[src/design/lfs_consts.svh]
// offsets, field positions, reset values and widths of the led fault status word
`ifndef LFS_CONSTS_SVH
`define LFS_CONSTS_SVH
`define LFS_IDX_FAULT_STATUS 12'h0012
`define LFS_ADDR_FAULT_STATUS 12'h0048
`define LFS_RESET_WORD 16'h0000
`define LFS_WORD_W 16
`define LFS_NUM_CH 4
`define LFS_BIT_SPARE 15
`define LFS_BIT_BUS_TIMEOUT_FLAG 14
`define LFS_BIT_BUS_TIMEOUT_CLEAR 13
`define LFS_BIT_BAD_STRING_FLAG 12
`define LFS_BIT_BAD_STRING_CLEAR 11
`define LFS_BIT_SUMMARY_FLAG 10
`define LFS_BIT_SUMMARY_CLEAR 9
`define LFS_BIT_GROUND_SHORT 8
`define LFS_BIT_INTERNAL_SHORT 7
`define LFS_BIT_OPEN_STRING 6
`define LFS_BIT_KEEP_ZERO 5
`endif

[src/design/lfs_pkg.sv]
// types shared by the led fault status block
package lfs_pkg;
   typedef logic [15:0] lfs_word_t;
   typedef logic [11:0] lfs_addr_t;
   typedef logic [31:0] lfs_data_t;
   typedef enum logic [1:0] {
      LFS_IDLE,
      LFS_ANSWER
   } lfs_apb_e;
endpackage

[src/design/lfs_status.sv]
// led fault status word with apb slave access
//
// Behaviour
// RQ1: the status word sits at register index 12h (byte address 48h) and reads all zero after reset.
// RQ2: bit 14 is set by a serial bus timeout fault and reads zero while no such fault was seen.
// RQ3: writing 1 to a latched flag and its clear bit together drops the flag and the fault pin indication.
// RQ4: bit 13 is the clear bit paired with the bus timeout flag in bit 14.
// RQ5: bit 12 is set by an invalid string configuration and bit 11 is its clear bit.
// RQ6: bit 10 is set by any open, internal short or ground short fault and bit 9 is its clear bit.
// RQ7: bit 8 is a read-only ground short indication, 1 meaning fault.
// RQ8: bit 7 is a read-only internal short flag that clears only with the summary flag.
// RQ9: bit 6 is a read-only open string flag that clears together with the summary flag.
// RQ10: bits 3 to 0 are read-only per-channel fault flags, zero after reset.
// RQ11: software always writes zero to reserved bit 5.
// RQ12: bit 15 is a spare read-write bit with no function, zero after reset.
// RQ13: a clear bit written without its paired status bit leaves the flag latched.
//
// Decided for this implementation: register access over APB.
`timescale 1ns/1ns
`include "lfs_consts.svh"

module lfs_status #(
   parameter int NUM_CH = `LFS_NUM_CH
) (
   // apb clock and reset
   input wire logic pclk,
   input wire logic presetn,
   // apb slave
   input wire logic psel,
   input wire logic penable,
   input wire logic pwrite,
   input wire lfs_pkg::lfs_addr_t paddr,
   input wire lfs_pkg::lfs_data_t pwdata,
   input wire logic [3:0] pstrb,
   output lfs_pkg::lfs_data_t prdata,
   output logic pready,
   output logic pslverr,
   // fault detector events, one-cycle pulses or levels
   input wire logic bus_timeout_evt,
   input wire logic bad_string_evt,
   input wire logic open_string_evt,
   input wire logic internal_short_evt,
   input wire logic ground_short_in,
   input wire logic [NUM_CH-1:0] channel_fault_in,
   // fault pin indication
   output logic fault_ind
);
   import lfs_pkg::*;

   // only four channel bits exist below the reserved pair, refuse more at elaboration
   generate
      if (NUM_CH < 1 || NUM_CH > 4) begin : g_bad_num_ch
         $error("lfs_status: NUM_CH must lie in 1..4");
      end
   endgenerate

   // bus state
   lfs_apb_e state_r;
   lfs_apb_e state_nxt;
   lfs_data_t prdata_r;
   logic pready_r;
   logic pslverr_r;

   // register contents
   logic spare_r;
   logic bus_timeout_flag_r;
   logic bad_string_flag_r;
   logic summary_flag_r;
   logic ground_short_r;
   logic internal_short_r;
   logic open_string_r;
   logic [NUM_CH-1:0] channel_fault_r;
   logic fault_ind_r;

   // decode
   logic hit;
   logic wr_commit;
   logic clr_timeout;
   logic clr_bad_string;
   logic clr_summary;
   logic any_led_evt;
   lfs_word_t word_view;

   assign hit = (paddr == `LFS_ADDR_FAULT_STATUS); // RQ1
   // writes land only at the edge where the master sees pready
   assign wr_commit = psel && penable && pready_r && pwrite && hit && pstrb[1];
   // both the flag bit and its clear bit must be 1 in the same write
   assign clr_timeout = wr_commit && pwdata[`LFS_BIT_BUS_TIMEOUT_FLAG]
                        && pwdata[`LFS_BIT_BUS_TIMEOUT_CLEAR]; // RQ3 RQ4 RQ13
   assign clr_bad_string = wr_commit && pwdata[`LFS_BIT_BAD_STRING_FLAG]
                           && pwdata[`LFS_BIT_BAD_STRING_CLEAR]; // RQ3 RQ5 RQ13
   assign clr_summary = wr_commit && pwdata[`LFS_BIT_SUMMARY_FLAG]
                        && pwdata[`LFS_BIT_SUMMARY_CLEAR]; // RQ3 RQ6 RQ13
   assign any_led_evt = open_string_evt || internal_short_evt || ground_short_in; // RQ6

   always_comb begin
      word_view = `LFS_RESET_WORD;
      word_view[`LFS_BIT_SPARE] = spare_r; // RQ12
      word_view[`LFS_BIT_BUS_TIMEOUT_FLAG] = bus_timeout_flag_r; // RQ2
      word_view[`LFS_BIT_BAD_STRING_FLAG] = bad_string_flag_r; // RQ5
      word_view[`LFS_BIT_SUMMARY_FLAG] = summary_flag_r; // RQ6
      word_view[`LFS_BIT_GROUND_SHORT] = ground_short_r; // RQ7
      word_view[`LFS_BIT_INTERNAL_SHORT] = internal_short_r; // RQ8
      word_view[`LFS_BIT_OPEN_STRING] = open_string_r; // RQ9
      word_view[NUM_CH-1:0] = channel_fault_r; // RQ10
   end

   // one wait state: access phase, then answer cycle
   always_comb begin
      state_nxt = state_r;
      unique case (state_r)
         LFS_IDLE: begin
            if (psel && penable) begin
               state_nxt = LFS_ANSWER;
            end
         end
         LFS_ANSWER: begin
            state_nxt = LFS_IDLE;
         end
      endcase
   end

   always_ff @(posedge pclk or negedge presetn) begin
      if (!presetn) begin
         state_r <= LFS_IDLE;
      end else begin
         state_r <= state_nxt;
      end
   end

   always_ff @(posedge pclk or negedge presetn) begin
      if (!presetn) begin
         pready_r <= 1'b0;
         pslverr_r <= 1'b0;
         prdata_r <= 32'h0000_0000;
      end else if (state_r == LFS_IDLE && psel && penable) begin
         pready_r <= 1'b1;
         pslverr_r <= !hit;
         // unmapped reads answer zero with an error
         prdata_r <= (hit && !pwrite) ? {16'h0000, word_view} : 32'h0000_0000;
      end else begin
         pready_r <= 1'b0;
         pslverr_r <= 1'b0;
         prdata_r <= 32'h0000_0000;
      end
   end

   // spare bit stores, bit 5 write is dropped on purpose
   always_ff @(posedge pclk or negedge presetn) begin
      if (!presetn) begin
         spare_r <= 1'b0;
      end else if (wr_commit) begin
         spare_r <= pwdata[`LFS_BIT_SPARE]; // RQ12
      end
   end

   // sticky flags: a new event in the clearing cycle wins
   always_ff @(posedge pclk or negedge presetn) begin
      if (!presetn) begin
         bus_timeout_flag_r <= 1'b0;
      end else if (bus_timeout_evt) begin
         bus_timeout_flag_r <= 1'b1; // RQ2
      end else if (clr_timeout) begin
         bus_timeout_flag_r <= 1'b0; // RQ3
      end
   end

   always_ff @(posedge pclk or negedge presetn) begin
      if (!presetn) begin
         bad_string_flag_r <= 1'b0;
      end else if (bad_string_evt) begin
         bad_string_flag_r <= 1'b1; // RQ5
      end else if (clr_bad_string) begin
         bad_string_flag_r <= 1'b0;
      end
   end

   always_ff @(posedge pclk or negedge presetn) begin
      if (!presetn) begin
         summary_flag_r <= 1'b0;
      end else if (any_led_evt) begin
         summary_flag_r <= 1'b1; // RQ6
      end else if (clr_summary) begin
         summary_flag_r <= 1'b0;
      end
   end

   // detail flags follow the summary clear
   always_ff @(posedge pclk or negedge presetn) begin
      if (!presetn) begin
         internal_short_r <= 1'b0;
         open_string_r <= 1'b0;
      end else begin
         if (internal_short_evt) begin
            internal_short_r <= 1'b1;
         end else if (clr_summary) begin
            internal_short_r <= 1'b0; // RQ8
         end
         if (open_string_evt) begin
            open_string_r <= 1'b1;
         end else if (clr_summary) begin
            open_string_r <= 1'b0; // RQ9
         end
      end
   end

   // ground short is a live level, sampled every cycle
   always_ff @(posedge pclk or negedge presetn) begin
      if (!presetn) begin
         ground_short_r <= 1'b0;
      end else begin
         ground_short_r <= ground_short_in; // RQ7
      end
   end

   genvar ch;
   generate
      for (ch = 0; ch < NUM_CH; ch++) begin : g_chan
         always_ff @(posedge pclk or negedge presetn) begin
            if (!presetn) begin
               channel_fault_r[ch] <= 1'b0;
            end else begin
               channel_fault_r[ch] <= channel_fault_in[ch]; // RQ10
            end
         end
      end
   endgenerate

   // pin indication mirrors the next value of the latched flags
   always_ff @(posedge pclk or negedge presetn) begin
      if (!presetn) begin
         fault_ind_r <= 1'b0;
      end else begin
         fault_ind_r <= (bus_timeout_evt || (bus_timeout_flag_r && !clr_timeout))
                        || (bad_string_evt || (bad_string_flag_r && !clr_bad_string))
                        || (any_led_evt || (summary_flag_r && !clr_summary)); // RQ3
      end
   end

   assign prdata = prdata_r;
   assign pready = pready_r;
   assign pslverr = pslverr_r;
   assign fault_ind = fault_ind_r;

   a_timeout_sets: assert property (@(posedge pclk) disable iff (!presetn) // RQ2
      bus_timeout_evt |=> bus_timeout_flag_r)
      else $error("timeout event did not set flag");

   a_timeout_clear: assert property (@(posedge pclk) disable iff (!presetn) // RQ4
      clr_timeout && !bus_timeout_evt |=> !bus_timeout_flag_r)
      else $error("paired write did not clear timeout flag");

   a_lone_clear_kept: assert property (@(posedge pclk) disable iff (!presetn) // RQ13
      wr_commit && pwdata[`LFS_BIT_SUMMARY_CLEAR] && !pwdata[`LFS_BIT_SUMMARY_FLAG]
      && summary_flag_r |=> summary_flag_r)
      else $error("lone clear bit dropped summary flag");

   a_pin_drops: assert property (@(posedge pclk) disable iff (!presetn) // RQ3
      (bus_timeout_flag_r || bad_string_flag_r || summary_flag_r)
      && !bus_timeout_evt && !bad_string_evt && !any_led_evt
      ##1 (!bus_timeout_flag_r && !bad_string_flag_r && !summary_flag_r) |-> !fault_ind)
      else $error("fault pin still set after all flags cleared");

   a_pin_follows: assert property (@(posedge pclk) disable iff (!presetn) // RQ3
      fault_ind == (bus_timeout_flag_r || bad_string_flag_r || summary_flag_r))
      else $error("fault pin differs from latched flags");

   a_string_sets: assert property (@(posedge pclk) disable iff (!presetn) // RQ5
      bad_string_evt |=> bad_string_flag_r && fault_ind)
      else $error("string event did not set flag and pin");

   a_summary_any: assert property (@(posedge pclk) disable iff (!presetn) // RQ6
      (open_string_evt || internal_short_evt || ground_short_in) |=> summary_flag_r)
      else $error("led fault did not set summary flag");

   a_detail_hold: assert property (@(posedge pclk) disable iff (!presetn) // RQ8
      internal_short_r && !clr_summary |=> internal_short_r)
      else $error("internal short flag cleared without summary clear");

   a_open_clear: assert property (@(posedge pclk) disable iff (!presetn) // RQ9
      clr_summary && !open_string_evt |=> !open_string_r && !summary_flag_r)
      else $error("open flag did not clear with summary");

   a_ground_live: assert property (@(posedge pclk) disable iff (!presetn) // RQ7
      ground_short_in |=> ground_short_r)
      else $error("ground short not reported");

   a_chan_track: assert property (@(posedge pclk) disable iff (!presetn) // RQ10
      ##1 channel_fault_r == $past(channel_fault_in))
      else $error("channel flags do not track inputs");

   a_read_word: assert property (@(posedge pclk) disable iff (!presetn) // RQ1
      state_r == LFS_IDLE && psel && penable && !pwrite && hit
      |=> pready && prdata[31:16] == 16'h0000 && !pslverr)
      else $error("read of status word malformed");

   a_spare_write: assert property (@(posedge pclk) disable iff (!presetn) // RQ12
      wr_commit |=> spare_r == $past(pwdata[`LFS_BIT_SPARE]))
      else $error("spare bit did not store write");

   a_event_wins: assert property (@(posedge pclk) disable iff (!presetn) // RQ3
      clr_timeout && bus_timeout_evt |=> bus_timeout_flag_r && fault_ind)
      else $error("timeout clear overrode a new event");

   a_string_clear: assert property (@(posedge pclk) disable iff (!presetn) // RQ5
      clr_bad_string && !bad_string_evt |=> !bad_string_flag_r)
      else $error("paired write did not clear string flag");

endmodule

[config.mk]
export PLATFORM = sky130hd
export DESIGN_NAME = lfs_status
export DESIGN_NICKNAME = d
export VERILOG_FILES = /design/src/design/lfs_pkg.sv /design/src/design/lfs_status.sv
export VERILOG_INCLUDE_DIRS = /design/src /design/src/design
export SDC_FILE = /design/constraint.sdc
export NUM_CORES = 1
export LEC_CHECK = 0
export BUFFER_PORTS_ARGS = -buffer_cell sky130_fd_sc_hd__buf_2
export CAP_MARGIN = 40
export CORE_MARGIN = 2
export CORE_UTILIZATION = 39
export CTS_BUF_LIST = sky130_fd_sc_hd__clkbuf_8
export DETAILED_ROUTE_END_ITERATION = 10
export PLACE_DENSITY = 0.82
export SLEW_MARGIN = 20
export SYNTH_ARGS = -nofsm -noshare
export SYNTH_HDL_FRONTEND = slang
export SYNTH_SLANG_ARGS = --single-unit
[constraint.sdc]
create_clock -name pclk -period 1.8 [get_ports pclk]
set_clock_uncertainty 0.1 [all_clocks]
set_input_delay 0.36 -clock pclk [delete_from_list [all_inputs] [get_ports pclk]]
set_output_delay 0.36 -clock pclk [all_outputs]
set_load 0.03 [all_outputs]
# == After elaboration in Yosys (flattened, before gate mapping) ==
# Cells that the tools add are included.
# totals
output_inout_bits,35
word_cells,68
reg_bits,48
# op_classes
n_mux,14
reduce_logical,35
eq_ne,3
# ops
cell,n
$mux W16,2
$logic_and A1 B1 Y1,17
$eq A12 B7 Y1 const B,1
$mux W1,10
$reduce_bool A2 Y1,5
$logic_or A1 B1 Y1,7
$logic_not A1 Y1,5
$pmux W2 S2,1
$eq A2 B1 Y1 const B,1
$logic_not A2 Y1,1
$mux W2,1
$ne A2 B2 Y1 const B,1

# == Longest topological paths before layout ==
# logic_depth
word_depth,12
depth_mapped,5
ltp_nobuf,4

# == Worst setup path before layout ==
# No wires, ideal clock.
# synth_path
kind,register -> register
startpoint,"reg pready_r, in the netlist pready"
endpoint,reg spare_r
required_ns,1.572
setup_ns,0.128
slack_ns,0.230
synth_period_minus_slack_ns,1.570
stages_incl_launch_ff,5
arrival_time_ns,1.343
n_path_buf,0
path_cell_list,dfrtp_1 > nand3_1 > or2_2 > nor2_4 > mux2_1
# synth_via
elab_chain_len,4
# synth_lines
element,line_no,rtl
"start, declared",lfs_status.sv:61,logic pready_r;
"start signal, assigned",lfs_status.sv:133,pready_r <= 1'b0;
"start signal, assigned",lfs_status.sv:137,pready_r <= 1'b1;
"start signal, assigned",lfs_status.sv:142,pready_r <= 1'b0;
$logic_and A1 B1 Y1 (4 in series),lfs_status.sv:86,assign wr_commit = psel && penable && pready_r && pwrite && hit && pstrb[1];
"end signal, assigned",lfs_status.sv:153,spare_r <= pwdata[`LFS_BIT_SPARE];
"end, declared",lfs_status.sv:65,logic spare_r;
# No other way between the ends.
# A chain may end at the register's enable or synchronous reset.

# == Worst setup path in the final report ==
# layout_path
startpoint,in open_string_evt
endpoint,"reg fault_ind_r, in the netlist fault_ind"
# layout_via
elab_chain_len,4
# layout_lines
element,line_no,rtl
"start, declared",lfs_status.sv:41,"input wire logic open_string_evt,"
$logic_or A1 B1 Y1 (2 in series),lfs_status.sv:94,assign any_led_evt = open_string_evt || internal_short_evt || ground_short_in;
$logic_or A1 B1 Y1 (2 in series),lfs_status.sv:236,|| (any_led_evt || (summary_flag_r && !clr_summary));
"end signal, assigned",lfs_status.sv:234,fault_ind_r <= (bus_timeout_evt || (bus_timeout_flag_r && !clr_timeout))
"end, declared",lfs_status.sv:73,logic fault_ind_r;
# No other way between the ends.

==> flow_metrics.env <==
export IMPL_max_freq_ghz=0.716
export IMPL_p_total_mw=1.20
export IMPL_drc=0
export IMPL_path_max_fanout=4
export IMPL_overflow=0
export IMPL_clk_pin_slew_ns=0.08
export IMPL_cts_tree="done"
export IMPL_p_leak_nw=0.732
export IMPL_wl_um=2030
export IMPL_r2r_end="spare_r"
export IMPL_htree_levels=1
export IMPL_slew_headroom_pct=63.9
export IMPL_grt_max_degree=27
export IMPL_setup_tns_ns=0
export IMPL_grt_pass1_wl_um=3210
export IMPL_antenna_found_initial=0
export IMPL_reg2reg_slack_ns=0.41
export IMPL_syn_to_final_growth_pct=24.5
export IMPL_timing_critical_path_buf_inv=1
export IMPL_vias=808
export IMPL_ant_nets=0
export IMPL_yosys_top_cells_area="dfrtp_1 (57%), buf_4 (14%), and2_1 (6.6%), nor4_4 (5.6%), nor2_1 (3.6%)"
export IMPL_crit_chain="buf_2 > or4_1 > nor3_1 > o211ai_1"
export IMPL_crit_arrival_ns=1.43
export IMPL_vdd_drop_max_uv=646
export IMPL_die_x_um=58.2
export IMPL_crit_path_end_kind="flop"
export IMPL_tightest_slew_ns=0.542
export IMPL_outcome="complete, no violations"
export IMPL_portBuffers=47
export IMPL_insertion_delay_ns=0.26
export IMPL_diodes=0
export IMPL_synth_top_area_share_pct=56.8
export IMPL_reg2regPathDepth=4
export IMPL_drtIter0Drc=11
export IMPL_post_route_cells_drive_above_1_share_pct=40.5
export IMPL_first_pass_iters=4
export IMPL_yosys_warnings=0
export IMPL_maxCapViolations=0
export IMPL_dieArea_sq_um=3380
export IMPL_fp_dieH_um=58.2
export IMPL_gp_congestion=0.689
export IMPL_avgSynthCellArea_sq_um=11.9
export IMPL_max_stage_delay_ns=0.56
export IMPL_setup_viol=0
export IMPL_viasPerCell=4.51
export IMPL_crit_family="simple AND/OR/NAND/NOR gates"
export IMPL_dp_final_hpwl_um=1640
export IMPL_start_util_pct=41.2
export IMPL_worstSetupPathType="in -> reg"
export IMPL_synth_seq_cells=26
export IMPL_nets=211
export IMPL_hold_depth=1
export IMPL_hold_class="in -> reg"
export IMPL_final_max_slew_viol_count=0
export IMPL_period_needed_ns=1.40
export IMPL_yosysSeqAreaShare_pct=56.8
export IMPL_power_density_nw_per_um2=843
export IMPL_worstReg2RegStart="pready"
export IMPL_routedWlPerCell_um=11.3
export IMPL_cp_required_ns=1.83
export IMPL_cts_sinks=26
export IMPL_critPathLaunchType="primary input"
export IMPL_mostFrequentLayoutCells="buf_2 (47), dfrtp_1 (26), conb_1 (21)"
export IMPL_hold_viol_final=0
export IMPL_row_count=19
export IMPL_final_common_cell="buf_2"
export IMPL_core_area_sq_um=2780
export IMPL_synthCells=96
export IMPL_worstHoldStart="channel_fault_in[1]"
export IMPL_clk_path_buf_depth=2
export IMPL_synth_top_area_cell="dfrtp_1"
export IMPL_netlist_area_sq_um=1140
export IMPL_grt_usage_pct=12.6
export IMPL_min_to="channel_fault_r[1]"
export IMPL_root_buffer="clkbuf_8"
export IMPL_io_pins=97
export IMPL_first_global_vias=782
export IMPL_synth_cell_type_count=20
export IMPL_grt_setup_unrepaired="false"
export IMPL_cts_made_buffers=3
export IMPL_critPathSlowestCell="or4_1"
export IMPL_timing_final_crit_share_pct=77.6
-- how the worst max path moves through the flow --
stage	startpoint	endpoint	slack (ns)	cells after the start
after global placement	paddr[4]	spare_r	0.17	5
final	open_string_evt	fault_ind	0.40	4
after CTS	pready	spare_r	0.39	4
after global routing	pready	spare_r	0.36	4
after detailed placement	open_string_evt	fault_ind	0.12	4
after floorplan	pready	spare_r	0.23	4
-- flip-flops by register name, summed over array words and instances (netlist names) --
register	count
state_r	1
prdata	11
channel_fault_r	4
pslverr	1
bus_timeout_flag_r	1
ground_short_r	1
open_string_r	1
summary_flag_r	1
internal_short_r	1
pready	1
spare_r	1
bad_string_flag_r	1
fault_ind	1
-- routing by layer --
metal	share of wire, %	track usage, %
met5	0	0
met4	0.30	4.98
met3	10	2.90
met2	48	21.4
met1	41	15.5
-- stage by stage --
stage,utilization (%),instances,instance area [sq um],worst slack (ns),hold slack [ns]
2_1_floorplan,-,116,1220,0.230,-0.0356
3_3_place_gp,48.3,174,1340,0.175,0.260
3_5_place_dp,48.3,174,1340,0.125,0.281
4_1_cts,51.2,179,1430,0.394,0.0952
5_1_grt,51.2,179,1430,0.358,0.0869
6_report,51.2,179,1430,0.404,0.101
-- synth_stat cells (all sizes together) --
| library cell | instances |
|---|---|
| mux2 | 1 |
| and4bb | 1 |
| dfrtp | 26 |
| nor4 | 4 |
| nand3 | 2 |
| a21oi | 4 |
| nand2 | 4 |
| or2 | 1 |
| o22ai | 1 |
| nor3 | 2 |
| or4 | 1 |
| o211ai | 1 |
| conb | 1 |
| buf | 22 |
| nor2 | 12 |
| a22o | 1 |
| and2 | 12 |
-- kinds of logic after synthesis --
| logic type | share of synthesized area, % |
|---|---|
| multiplexers | 0.984 |
| AO/OA/AOI/OAI | 3.72 |
| flip-flops | 56.8 |
| AND/OR/NAND/NOR | 23.7 |
| buffers and inverters | 14.4 |
| other | 0.328 |
-- power by group --
group	switching, mW	internal [mW]
Clock	0.171	0.297
Combinational	0.101	0.0357
Sequential	0.00364	0.593
Total	0.276	0.925
-- repair_timing --
item	CTS	global route
hold endpoints to repair	26	0
buffers inserted	0	0
hold buffers	1	0
gates resized for setup	0	0
-- layout make-up --
cell class                      count  area [sq um]
Fill cell                         261          1360
Sequential cell                    26           651
Multi-Input combinational cell     68           404
Clock buffer                        3          41.3
Tap cell                           31          38.8
Clock inverter                      1          30.0
Timing Repair Buffer               50           260
No activity file was read; power rests on OpenSTA's default activity.
